### src/hw/fault_pkg.sv
// fault detector constants: vectors, register map, field positions, alignment data type codes
// assumes a single core clock domain and an axi4-lite register bus
package fault_pkg;
   // =====================================
   // vectors
   localparam logic [7:0] VEC_UD = 8'h06;
   localparam logic [7:0] VEC_GP = 8'h0D;
   localparam logic [7:0] VEC_PF = 8'h0E;
   localparam logic [7:0] VEC_MF = 8'h10;
   localparam logic [7:0] VEC_AC = 8'h11;
   localparam logic [7:0] VEC_MC = 8'h12;
   localparam logic [7:0] VEC_XF = 8'h13;
   // =====================================
   // register map (byte addresses)
   localparam logic [7:0] ADDR_FLA_LO  = 8'h00;
   localparam logic [7:0] ADDR_FLA_HI  = 8'h04;
   localparam logic [7:0] ADDR_CTRL    = 8'h08;
   localparam logic [7:0] ADDR_STATUS  = 8'h0C;
   localparam logic [7:0] ADDR_FPU_IP  = 8'h10;
   // ctrl field positions
   localparam int CTRL_NE   = 0;
   localparam int CTRL_AM   = 1;
   localparam int CTRL_MCE  = 2;
   localparam int CTRL_OSXF = 3;
   localparam int CTRL_PSE  = 4;
   localparam int CTRL_PAE  = 5;
   localparam int CTRL_LONG = 6;
   localparam int CTRL_W    = 7;
   localparam logic [6:0] CTRL_RESET = 7'h00;
   // page-fault error code bits
   localparam int PFE_P   = 0;
   localparam int PFE_RW  = 1;
   localparam int PFE_US  = 2;
   localparam int PFE_RSV = 3;
   localparam int PFE_ID  = 4;
   localparam int PFE_PK  = 5;
   // alignment data types
   localparam logic [3:0] DT_NONE   = 4'h0;
   localparam logic [3:0] DT_WORD   = 4'h1;
   localparam logic [3:0] DT_DWORD  = 4'h2;
   localparam logic [3:0] DT_QWORD  = 4'h3;
   localparam logic [3:0] DT_BITSTR = 4'h4;
   localparam logic [3:0] DT_M256   = 4'h5;
   localparam logic [3:0] DT_M128   = 4'h6;
   localparam logic [3:0] DT_M64    = 4'h7;
   localparam logic [3:0] DT_SEL    = 4'h8;
   localparam logic [3:0] DT_NEAR32 = 4'h9;
   localparam logic [3:0] DT_FAR32  = 4'hA;
   localparam logic [3:0] DT_FAR48  = 4'hB;
   localparam logic [3:0] MAX_INSN_LEN = 4'hF;
   localparam logic [1:0] CPL_USER = 2'h3;
   localparam logic [31:0] BUS_OKAY = 32'h0;
endpackage : fault_pkg

### src/hw/align_checker.sv
// alignment requirement lookup and misalignment test
// assumes data type codes from fault_pkg; purely combinational
`timescale 1ns/1ns
module align_checker (
   input  wire logic [3:0] dtype_i,
   input  wire logic [1:0] opsize_i,
   input  wire logic [3:0] addr_lo_i,
   output logic            misaligned_o
);
   // =====================================
   // required alignment minus one, as a low-bit mask
   function automatic logic [3:0] align_mask(input logic [3:0] dt, input logic [1:0] os);
      case (dt)
         fault_pkg::DT_WORD, fault_pkg::DT_SEL, fault_pkg::DT_FAR32: align_mask = 4'h1;
         fault_pkg::DT_DWORD, fault_pkg::DT_NEAR32, fault_pkg::DT_FAR48: align_mask = 4'h3;
         fault_pkg::DT_QWORD, fault_pkg::DT_M64: align_mask = 4'h7;
         fault_pkg::DT_M128, fault_pkg::DT_M256: align_mask = 4'hF;
         // bit strings: 0=word 1=dword else qword
         fault_pkg::DT_BITSTR: align_mask = (os == 2'h0) ? 4'h1 : (os == 2'h1) ? 4'h3 : 4'h7;
         default: align_mask = 4'h0;
      endcase
   endfunction : align_mask

   assign misaligned_o = |(addr_lo_i & align_mask(dtype_i, opsize_i));
endmodule : align_checker

### src/hw/fault_condition_detector.sv
// fault condition detector: raises protection, page, x87, alignment, machine-check
// and simd faults and presents one request per cycle to dispatch
// assumes pipeline condition inputs are one-cycle pulses synchronous to mclk_i
`timescale 1ns/1ns
module fault_condition_detector (
   input  wire logic        mclk_i,
   input  wire logic        rst_n_i,
   // axi4-lite slave
   input  wire logic [7:0]  s_axi_awaddr,
   input  wire logic        s_axi_awvalid,
   output logic             s_axi_awready,
   input  wire logic [31:0] s_axi_wdata,
   input  wire logic [3:0]  s_axi_wstrb,
   input  wire logic        s_axi_wvalid,
   output logic             s_axi_wready,
   output logic [1:0]       s_axi_bresp,
   output logic             s_axi_bvalid,
   input  wire logic        s_axi_bready,
   input  wire logic [7:0]  s_axi_araddr,
   input  wire logic        s_axi_arvalid,
   output logic             s_axi_arready,
   output logic [31:0]      s_axi_rdata,
   output logic [1:0]       s_axi_rresp,
   output logic             s_axi_rvalid,
   input  wire logic        s_axi_rready,
   // pipeline state
   input  wire logic [1:0]  current_privilege_level_i,
   input  wire logic        alignment_check_flag_i,
   input  wire logic [63:0] insn_ip_i,
   // protection causes, descriptor class (selector code)
   input  wire logic        seg_priv_fail_i,
   input  wire logic        seg_type_fail_i,
   input  wire logic        null_sel_load_i,
   input  wire logic        gate_null_sel_i,
   input  wire logic        gate_bad_long_i,
   input  wire logic        task_xfer_long_i,
   input  wire logic        sysdesc_bad_long_i,
   input  wire logic [15:0] selector_i,
   // protection causes, zero code
   input  wire logic        dtr_noncanon_i,
   input  wire logic [3:0]  insn_len_i,
   input  wire logic        insn_len_over_i,
   input  wire logic        fetch_bad_i,
   input  wire logic        msr_write_bad_i,
   input  wire logic        cr_write_bad_i,
   input  wire logic        cr_set_nw_i,
   input  wire logic        cr_set_cd_i,
   input  wire logic        priv_insn_i,
   input  wire logic        media_unaligned_i,
   input  wire logic        seg_write_bad_i,
   // page translation
   input  wire logic        pf_not_present_i,
   input  wire logic        pf_nx_fetch_i,
   input  wire logic        pf_prot_fail_i,
   input  wire logic        pf_rsv_bit_i,
   input  wire logic        pf_key_fail_i,
   input  wire logic        pf_write_i,
   input  wire logic [63:0] pf_linear_addr_i,
   // x87
   input  wire logic [5:0]  x87_status_i,
   input  wire logic [5:0]  x87_mask_i,
   input  wire logic        x87_wait_insn_i,
   input  wire logic [63:0] x87_last_ip_i,
   // alignment
   input  wire logic        data_ref_i,
   input  wire logic [3:0]  data_type_i,
   input  wire logic [1:0]  data_opsize_i,
   input  wire logic [3:0]  data_addr_lo_i,
   // machine check and simd
   input  wire logic        mc_error_i,
   input  wire logic        ip_valid_flag_i,
   input  wire logic [5:0]  simd_status_i,
   input  wire logic [5:0]  simd_mask_i,
   input  wire logic        simd_event_i,
   // dispatch request
   output logic             exc_valid_o,
   output logic [7:0]       exc_vector_o,
   output logic             exc_code_valid_o,
   output logic [31:0]      exc_code_o,
   output logic [63:0]      exc_ip_o,
   output logic             exc_ip_valid_o
);
   // =====================================
   // control and state registers
   logic [6:0]  ctrl_r;
   logic [63:0] fault_address_reg_r;
   logic [63:0] x87_ip_r;
   logic [7:0]  last_vec_r;
   logic        misaligned;
   logic        long_mode;

   assign long_mode = ctrl_r[fault_pkg::CTRL_LONG];

   align_checker u_align (
      .dtype_i      (data_type_i),
      .opsize_i     (data_opsize_i),
      .addr_lo_i    (data_addr_lo_i),
      .misaligned_o (misaligned)
   );

   // =====================================
   // condition detection
   logic gp_sel, gp_zero, gp_any, pf_rsv_ok, pf_any, mf_any, ac_any, mc_any, xf_raw, xf_any;
   logic ud_any;
   always_comb begin
      gp_sel  = seg_priv_fail_i | seg_type_fail_i | null_sel_load_i | gate_null_sel_i
              | (long_mode & (gate_bad_long_i | task_xfer_long_i))
              | (long_mode & sysdesc_bad_long_i);
      gp_zero = (long_mode & dtr_noncanon_i)
              | insn_len_over_i | (insn_len_i > fault_pkg::MAX_INSN_LEN) | fetch_bad_i
              | msr_write_bad_i
              | cr_write_bad_i | (cr_set_nw_i & ~cr_set_cd_i)
              | (priv_insn_i & (current_privilege_level_i != 2'h0))
              | media_unaligned_i | seg_write_bad_i;
      gp_any  = gp_sel | gp_zero;
      pf_rsv_ok = pf_rsv_bit_i & (ctrl_r[fault_pkg::CTRL_PSE] | ctrl_r[fault_pkg::CTRL_PAE]);
      pf_any  = pf_not_present_i | pf_nx_fetch_i | pf_prot_fail_i | pf_key_fail_i | pf_rsv_ok;
      mf_any  = ctrl_r[fault_pkg::CTRL_NE] & x87_wait_insn_i
              & |(x87_status_i & ~x87_mask_i);
      ac_any  = data_ref_i & misaligned & ctrl_r[fault_pkg::CTRL_AM] & alignment_check_flag_i
              & (current_privilege_level_i == fault_pkg::CPL_USER);
      mc_any  = mc_error_i & ctrl_r[fault_pkg::CTRL_MCE];
      xf_raw  = simd_event_i & |(simd_status_i & ~simd_mask_i);
      xf_any  = xf_raw & ctrl_r[fault_pkg::CTRL_OSXF];
      ud_any  = xf_raw & ~ctrl_r[fault_pkg::CTRL_OSXF];
   end

   // =====================================
   // dispatch request, machine check first
   always_ff @(posedge mclk_i or negedge rst_n_i) begin
      if (!rst_n_i) begin
         exc_valid_o      <= 1'b0;
         exc_vector_o     <= 8'h00;
         exc_code_valid_o <= 1'b0;
         exc_code_o       <= 32'h0000_0000;
         exc_ip_o         <= 64'h0;
         exc_ip_valid_o   <= 1'b0;
      end else begin
         exc_valid_o      <= mc_any | gp_any | pf_any | ac_any | mf_any | xf_any | ud_any;
         exc_code_valid_o <= 1'b0;
         exc_code_o       <= 32'h0000_0000;
         exc_ip_o         <= insn_ip_i;
         exc_ip_valid_o   <= 1'b1;
         exc_vector_o     <= 8'h00;
         if (mc_any) begin
            exc_vector_o   <= fault_pkg::VEC_MC;
            exc_ip_valid_o <= ip_valid_flag_i;
         end else if (gp_any) begin
            exc_vector_o     <= fault_pkg::VEC_GP;
            exc_code_valid_o <= 1'b1;
            exc_code_o       <= gp_sel ? {16'h0000, selector_i[15:3], 3'h0} : 32'h0;
         end else if (pf_any) begin
            exc_vector_o     <= fault_pkg::VEC_PF;
            exc_code_valid_o <= 1'b1;
            exc_code_o       <= {26'h0, pf_key_fail_i, pf_nx_fetch_i, pf_rsv_ok,
                                 (current_privilege_level_i == fault_pkg::CPL_USER),
                                 pf_write_i, ~pf_not_present_i};
         end else if (ac_any) begin
            exc_vector_o     <= fault_pkg::VEC_AC;
            exc_code_valid_o <= 1'b1;
         end else if (mf_any) begin
            exc_vector_o <= fault_pkg::VEC_MF;
         end else if (xf_any) begin
            exc_vector_o <= fault_pkg::VEC_XF;
         end else if (ud_any) begin
            exc_vector_o <= fault_pkg::VEC_UD;
         end
      end
   end

   // =====================================
   // x87 last faulting instruction pointer
   always_ff @(posedge mclk_i or negedge rst_n_i) begin
      if (!rst_n_i) x87_ip_r <= 64'h0;
      else if (|(x87_status_i & ~x87_mask_i) & ~x87_wait_insn_i) x87_ip_r <= x87_last_ip_i;
   end

   // =====================================
   // axi4-lite write channel
   logic        aw_have_r, w_have_r;
   logic [7:0]  aw_addr_r;
   logic [31:0] w_data_r;
   logic [3:0]  w_strb_r;
   logic        wr_go;
   assign wr_go = aw_have_r & w_have_r & ~s_axi_bvalid;

   always_ff @(posedge mclk_i or negedge rst_n_i) begin
      if (!rst_n_i) begin
         aw_have_r <= 1'b0;
         w_have_r  <= 1'b0;
         aw_addr_r <= 8'h00;
         w_data_r  <= 32'h0;
         w_strb_r  <= 4'h0;
         s_axi_bvalid <= 1'b0;
      end else begin
         if (s_axi_awvalid & s_axi_awready) begin
            aw_have_r <= 1'b1;
            aw_addr_r <= s_axi_awaddr;
         end else if (wr_go) aw_have_r <= 1'b0;
         if (s_axi_wvalid & s_axi_wready) begin
            w_have_r <= 1'b1;
            w_data_r <= s_axi_wdata;
            w_strb_r <= s_axi_wstrb;
         end else if (wr_go) w_have_r <= 1'b0;
         if (wr_go) s_axi_bvalid <= 1'b1;
         else if (s_axi_bready) s_axi_bvalid <= 1'b0;
      end
   end
   assign s_axi_awready = ~aw_have_r;
   assign s_axi_wready  = ~w_have_r;
   assign s_axi_bresp   = 2'b00;

   function automatic logic [31:0] merge(input logic [31:0] old, input logic [31:0] nw,
                                        input logic [3:0] st);
      for (int i = 0; i < 4; i++) merge[i*8 +: 8] = st[i] ? nw[i*8 +: 8] : old[i*8 +: 8];
   endfunction : merge

   // =====================================
   // control register; long-mode flag fed by software
   logic [31:0] ctrl_nxt;
   assign ctrl_nxt = merge({25'h0, ctrl_r}, w_data_r, w_strb_r);
   always_ff @(posedge mclk_i or negedge rst_n_i) begin
      if (!rst_n_i) ctrl_r <= fault_pkg::CTRL_RESET;
      else if (wr_go && aw_addr_r == fault_pkg::ADDR_CTRL)
         ctrl_r <= ctrl_nxt[6:0];
   end

   // =====================================
   // fault address register; a page fault not pre-empted by machine check or protection fault wins over software write
   logic [63:0] fla_sw;
   always_comb begin
      fla_sw = fault_address_reg_r;
      if (wr_go && aw_addr_r == fault_pkg::ADDR_FLA_LO)
         fla_sw[31:0] = merge(fault_address_reg_r[31:0], w_data_r, w_strb_r);
      if (wr_go && aw_addr_r == fault_pkg::ADDR_FLA_HI)
         fla_sw[63:32] = merge(fault_address_reg_r[63:32], w_data_r, w_strb_r);
   end
   always_ff @(posedge mclk_i or negedge rst_n_i) begin
      if (!rst_n_i) fault_address_reg_r <= 64'h0;
      else if (pf_any & ~mc_any & ~gp_any)
         fault_address_reg_r <= long_mode ? pf_linear_addr_i
                                          : {32'h0, pf_linear_addr_i[31:0]};
      else if (wr_go)
         fault_address_reg_r <= long_mode ? fla_sw : {32'h0, fla_sw[31:0]};
   end

   always_ff @(posedge mclk_i or negedge rst_n_i) begin
      if (!rst_n_i) last_vec_r <= 8'h00;
      else if (exc_valid_o) last_vec_r <= exc_vector_o;
   end

   // =====================================
   // axi4-lite read channel
   always_ff @(posedge mclk_i or negedge rst_n_i) begin
      if (!rst_n_i) begin
         s_axi_rvalid <= 1'b0;
         s_axi_rdata  <= 32'h0;
      end else if (s_axi_arvalid & s_axi_arready) begin
         s_axi_rvalid <= 1'b1;
         case (s_axi_araddr)
            fault_pkg::ADDR_FLA_LO: s_axi_rdata <= fault_address_reg_r[31:0];
            fault_pkg::ADDR_FLA_HI: s_axi_rdata <= fault_address_reg_r[63:32];
            fault_pkg::ADDR_CTRL:   s_axi_rdata <= {25'h0, ctrl_r};
            fault_pkg::ADDR_STATUS: s_axi_rdata <= {23'h0, exc_valid_o, last_vec_r};
            fault_pkg::ADDR_FPU_IP: s_axi_rdata <= x87_ip_r[31:0];
            default:                s_axi_rdata <= fault_pkg::BUS_OKAY;
         endcase
      end else if (s_axi_rready) s_axi_rvalid <= 1'b0;
   end
   assign s_axi_arready = ~s_axi_rvalid;
   assign s_axi_rresp   = 2'b00;

   // =====================================
   // checks
   property p_ac_user_only;
      @(posedge mclk_i) disable iff (!rst_n_i)
      (ac_any) |-> (current_privilege_level_i == 2'h3 && ctrl_r[1]);
   endproperty
   a_ac_user_only: assert property (p_ac_user_only) else $error("alignment fault below user");

   property p_mf_needs_ne;
      @(posedge mclk_i) disable iff (!rst_n_i)
      (!ctrl_r[0]) |-> ##1 !(exc_valid_o && exc_vector_o == 8'h10 && !$past(ctrl_r[0]));
   endproperty
   a_mf_needs_ne: assert property (p_mf_needs_ne) else $error("x87 fault while disabled");

   property p_pf_vec;
      @(posedge mclk_i) disable iff (!rst_n_i)
      (pf_any && !mc_any && !gp_any) |=> (exc_valid_o && exc_vector_o == 8'h0E && exc_code_valid_o);
   endproperty
   a_pf_vec: assert property (p_pf_vec) else $error("page fault not presented");

   property p_pf_addr;
      @(posedge mclk_i) disable iff (!rst_n_i)
      (pf_any && !mc_any && !gp_any && long_mode) |=> fault_address_reg_r == $past(pf_linear_addr_i);
   endproperty
   a_pf_addr: assert property (p_pf_addr) else $error("fault address not captured");

   property p_legacy_hi;
      @(posedge mclk_i) disable iff (!rst_n_i)
      (!long_mode && (pf_any || wr_go)) |=> fault_address_reg_r[63:32] == 32'h0;
   endproperty
   a_legacy_hi: assert property (p_legacy_hi) else $error("upper address not cleared");

   property p_xf_ud;
      @(posedge mclk_i) disable iff (!rst_n_i)
      (xf_raw && !ctrl_r[3] && !mc_any && !gp_any && !pf_any && !ac_any && !mf_any)
         |=> exc_vector_o == 8'h06;
   endproperty
   a_xf_ud: assert property (p_xf_ud) else $error("simd without support not undefined");

   property p_gp_code;
      @(posedge mclk_i) disable iff (!rst_n_i)
      (gp_zero && !gp_sel && !mc_any) |=> (exc_vector_o == 8'h0D && exc_code_o == 32'h0);
   endproperty
   a_gp_code: assert property (p_gp_code) else $error("protection fault code not zero");

   property p_mc_nocode;
      @(posedge mclk_i) disable iff (!rst_n_i)
      (mc_any) |=> (exc_vector_o == 8'h12 && !exc_code_valid_o
                    && exc_ip_valid_o == $past(ip_valid_flag_i));
   endproperty
   a_mc_nocode: assert property (p_mc_nocode) else $error("machine check request wrong");

   property p_rsv_gate;
      @(posedge mclk_i) disable iff (!rst_n_i)
      (pf_rsv_bit_i && !ctrl_r[4] && !ctrl_r[5]) |-> !pf_rsv_ok;
   endproperty
   a_rsv_gate: assert property (p_rsv_gate) else $error("reserved bit fault while disabled");
endmodule : fault_condition_detector

### config.mk
export PLATFORM = sky130hd
export DESIGN_NAME = fault_condition_detector
export DESIGN_NICKNAME = d
export VERILOG_FILES = /design/src/hw/fault_pkg.sv /design/src/hw/align_checker.sv /design/src/hw/fault_condition_detector.sv
export SDC_FILE = /design/constraint.sdc
export NUM_CORES = 1
export LEC_CHECK = 0
export BUFFER_PORTS_ARGS = -buffer_cell sky130_fd_sc_hd__buf_2
export CORE_AREA = 3 3 188 190
export CTS_BUF_LIST = sky130_fd_sc_hd__clkbuf_2
export DETAILED_ROUTE_END_ITERATION = 8
export DIE_AREA = 0 0 191 193
export PLACE_DENSITY_LB_ADDON = 0.1
export SKIP_CTS_REPAIR_TIMING = 1
export SLEW_MARGIN = 20
export SYNTH_ARGS = -nofsm -noshare
export SYNTH_HDL_FRONTEND = slang
export SYNTH_SLANG_ARGS = --single-unit
### constraint.sdc
create_clock -name mclk_i -period 2.1 [get_ports mclk_i]
set_clock_uncertainty 0.2 [all_clocks]
set_input_delay 0.21 -clock mclk_i [delete_from_list [all_inputs] [get_ports mclk_i]]
set_output_delay 0.21 -clock mclk_i [all_outputs]
set_load 0.02 [all_outputs]
==> impl_metrics.toml, run 1 <==
[yosys]
syn_area_um2 = 11200
synth_seq_area_share_pct = 61.4
ys.flop_type = "dfrtp_1"
syn_inst = 902
yosys_warnings = 0
yosysTopAreaCellShare_pct = 61.4
synth-edff-count = 0
async_flop_share_pct = 100
ys_ff_latch = 276
yosys.area.top_type = "dfrtp_1"
synth_cell_types = 52
syn-mean-instance-area_um2 = 12.5
synth.area.top_cells = "dfrtp_1, mux2_2, nand2_1, mux2i_1, a222oi_1"

[timing]
worstEndpointGrtRepair = "fault_address_reg_r[13]$_DFFE_PN0P_/D"
worst_endpoint_kind = "register data pin"

[floorplan]
ioPinCount = 484
start_util_pct = 33.4
placementRows = 67
die_w_um = 191
die_y_um = 193

[placed_design]
gp_congestion = 0.773
portBuffers = 421
placed_cells = 1784
dpl.hpwl_um = 26500

[clock_tree]
h-tree-depth = 3
clkSinkCount = 276
cts_buffer_depth = 3
cts-buffers-inserted = 77
cts_root_buf = "clkbuf_2"

[outcome]
firstError = "[ERROR RSZ-0060] Max buffer count reached."
status = "stopped before the end"
haltStage = "global routing"

[global_routing]
grt_max_degree = 74
-- metrics by stage --
stage | setup slack (ns) | hold WS, ns | utilization (%) | area [um2]
floorplan | -0.118 | -0.286 | - | 11400
global placement | -0.199 | -0.0784 | 42.7 | 14400
detailed placement | -0.223 | -0.0784 | 42.7 | 14400
CTS | -0.224 | -1.15 | 44.7 | 15000
-- cells in the mapped netlist, drive strengths merged (3+ instances only) --
cell    number
nand4        5
mux2        92
or2          3
nand3b       3
and2         7
and3        27
dfrtp      276
or4          3
inv         18
a222oi      29
a221oi      19
o31ai        4
a311o       16
nand2       99
a21o         3
nor2        26
o22ai        7
clkbuf      36
nor3         4
nor2b        6
o21ai       71
mux2i       33
buf         41
nor3b       16
nor4         7
a21oi       23
a31oi        6
-- kinds of logic after synthesis --
kind of cell           synth area share (%)
AO/OA/AOI/OAI                          11.6
buffers and inverters                  4.28
flip-flops                             61.4
multiplexers                           12.2
other                                0.0333
AND/OR/NAND/NOR                        10.5
==> inputs of run 2 (changes only) <==
--- a/config.mk
+++ b/config.mk
@@ -6,11 +6,10 @@
 export NUM_CORES = 1
 export LEC_CHECK = 0
 export BUFFER_PORTS_ARGS = -buffer_cell sky130_fd_sc_hd__buf_2
-export CORE_AREA = 3 3 188 190
-export CTS_BUF_LIST = sky130_fd_sc_hd__clkbuf_2
+export CORE_AREA = 3 3 189 191
 export DETAILED_ROUTE_END_ITERATION = 8
-export DIE_AREA = 0 0 191 193
-export PLACE_DENSITY_LB_ADDON = 0.1
+export DIE_AREA = 0 0 192 194
+export PLACE_DENSITY_LB_ADDON = 0.15
 export SKIP_CTS_REPAIR_TIMING = 1
 export SLEW_MARGIN = 20
 export SYNTH_ARGS = -nofsm -noshare
==> constraint.sdc (replaced) <==
create_clock -name mclk_i -period 2.7 [get_ports mclk_i]
set_clock_uncertainty 0.2 [all_clocks]
set_input_delay 0.27 -clock mclk_i [delete_from_list [all_inputs] [get_ports mclk_i]]
set_output_delay 0.27 -clock mclk_i [all_outputs]
set_load 0.02 [all_outputs]
==> impl_metrics.toml, run 2 <==
[global_routing]
grt_max_degree = 71
grt_pass1_wl_um = 55900
antenna_found_initial = 0
track_usage_pct = 19.2
grt_overflow = 0
first_global_vias = 9321

[layout]
final_cell_mix = "buf_2, dfrtp_1, dlygate4sd3_1"
regArea_um2 = 6910
fin_cells = 2046
multi_input_area_um2 = 3970
nFillCells = 3109
fin_util_pct = 50.5
final_common_cell = "buf_2"
nNetsFinal = 1903
drive_above_1_share_pct = 38.5
reg.largest.list = "exc_ip_o x64, fault_address_reg_r x64"
num_antenna_cells = 0
area_growth_pct = 54.0

[yosys]
synth-edff-count = 0
syn_area_um2 = 11200
syn-mean-instance-area_um2 = 12.5
yosys-top-cells-count = "dfrtp_1, nand2_1, mux2_2"
ys.flop_type = "dfrtp_1"
syn_inst = 902
synth_seq_area_share_pct = 61.4
yosys_warnings = 0
yosys.area.top_type = "dfrtp_1"
ys_ff_latch = 276
synth_cell_types = 52
async_flop_share_pct = 100
synth.area.top_cells = "dfrtp_1, mux2_2, nand2_1, mux2i_1, a222oi_1"
synth.most_common_cell = "dfrtp_1"
yosysTopAreaCellShare_pct = 61.4

[setup_path]
crit_end = "ctrl_r[1]"
worstRegToRegCells = 5
worstPathRequired_ns = 2.94
r2r_start = "aw_addr_r[1]"
crit_path_end_kind = "flop"
reg2reg_to = "ctrl_r[1]"
worstPathMaxFanout = 8
criticalPathCategory = "flop to flop"
cp_data_arrival_time_ns = 2.77
critPathLaunch = "aw_addr_r[1]"
r2r_slack_ns = 0.17
worstSetupStartpointType = "flop"

[route]
first_pass_iters = 7
route.detailed.drc = 0
vias = 9813
detail-route-antenna-nets = 0
viasPerCell = 4.80
totalWireLength_um = 38900
drtIter0Drc = 522
wl_per_cell_um = 19.0

[placed_design]
placed_cells = 1753
dpl.hpwl_um = 26100
place_worst_setup_slack_ns = 0.156
portBuffers = 421
gp_congestion = 0.809

[timing]
setup_tns_ns = 0
worstMarginPinSlew_ns = 0.716
rsz0062_at_grt = "false"
hold_viol_final = 0
fmax_ghz = 0.395
finalCritPeriodShare_pct = 93.8
final-max-slew-violation-count = 0
setup_violations = 0
post-route-min-period_ns = 2.53
maxSlewHeadroom_pct = 52.2
finalWorstSetupSlack_ns = 0.167

[clock_tree]
h-tree-depth = 1
tritoncts = "done"
cts_root_buf = "clkbuf_16"
clk_pin_slew_ns = 0.06
clkSinkCount = 276
cts-buffers-inserted = 31
clk_latency_ns = 0.56
cts_buffer_depth = 3

[worst_hold_path]
worstHoldPathType = "input port to flop"

[power]
p_switching_uw = 3220
p_total_uw = 11500
power.density_nw_per_um2 = 666
p_sw_share_pct = 27.9
p_int_uw = 8310
power_frac_seq_pct = 45.2
combPwrFrac_pct = 18.6
p_clk_share_pct = 36.2
ir_drop_mv = 0.520
p_leak_uw = 0.00803

[floorplan]
die_w_um = 192
die_y_um = 194
ioPinCount = 484
coreArea_um2 = 34300
die_area_um2 = 37200
placementRows = 68
start_util_pct = 32.8

[run]
cap_violations = 0

[outcome]
status = "completed"
==> run 2: cell counts after synthesis <==
Identical to the previous run, type by type.
==> run 2: worst min path at each step <==
| stage | from | endpoint | slack (ns) | cells past startpoint |
|---|---|---|---|---|
| floorplan | rst_n_i | aw_addr_r[0] | -0.23 | 0 |
| global placement | rst_n_i | s_axi_rdata[22] | 0.08 | 1 |
| detailed placement | rst_n_i | s_axi_rdata[23] | 0.08 | 1 |
| CTS | rst_n_i | s_axi_rdata[22] | -0.52 | 1 |
| global route | s_axi_araddr[4] | s_axi_rdata[0] | 0.009 | 3 |
| finish | data_type_i[3] | exc_code_valid_o | 0.02 | 4 |
==> run 2: power by group through the flow <==
| stage | clock network, uW | logic, uW | registers, uW |
|---|---|---|---|
| floorplan | 0 | 1040 | 5230 |
| global placement | 0 | 1870 | 5260 |
| detailed placement | 0 | 1900 | 5280 |
| CTS | 4300 | 1910 | 5210 |
| global route | 4480 | 2360 | 5310 |
| finish | 4170 | 2150 | 5210 |
==> run 2: cells by family after synthesis <==
kind of cell | share of synthesized area [%]
compound gates | 11.6
buf+inv | 4.28
flops | 61.4
mux | 12.2
other cells | 0.0333
simple gates | 10.5
==> run 2: critical path, stage by stage (launching register included) <==
cell and delay [ns]:
dfrtp_1 0.39, or4_1 0.58, or3_1 0.33, buf_4 0.22, nor2_4 0.32, mux2_2 0.38
==> run 2: stage by stage <==
step	hold slack, ns	instance area (um2)
6_report	0.0153	17300
5_1_grt	0.00885	17300
4_1_cts	-0.519	15000
3_5_place_dp	0.0833	13900
3_3_place_gp	0.0827	13900
2_1_floorplan	-0.226	11300
==> run 2: layer usage <==
layer / GRT usage [%] / wire length, um / vias up
li1: - / - / 4581
met1: 27.2 / 16900 / 4872
met2: 30.7 / 19200 / 312
met3: 3.47 / 2090 / 48
met4: 4.75 / 680 / 0
met5: 0 / 0 / -
==> run 2: cell type report <==
cell class | instances | area share, %
Clock buffer | 45 | 5.36
Sequential cell | 276 | 39.9
Clock inverter | 12 | 0.527
Inverter | 18 | 0.390
Tap cell | 455 | 3.29
Multi-Input combinational cell | 553 | 22.9
Timing Repair Buffer | 687 | 27.7
Note: power is estimated with default switching activity, not from simulation.
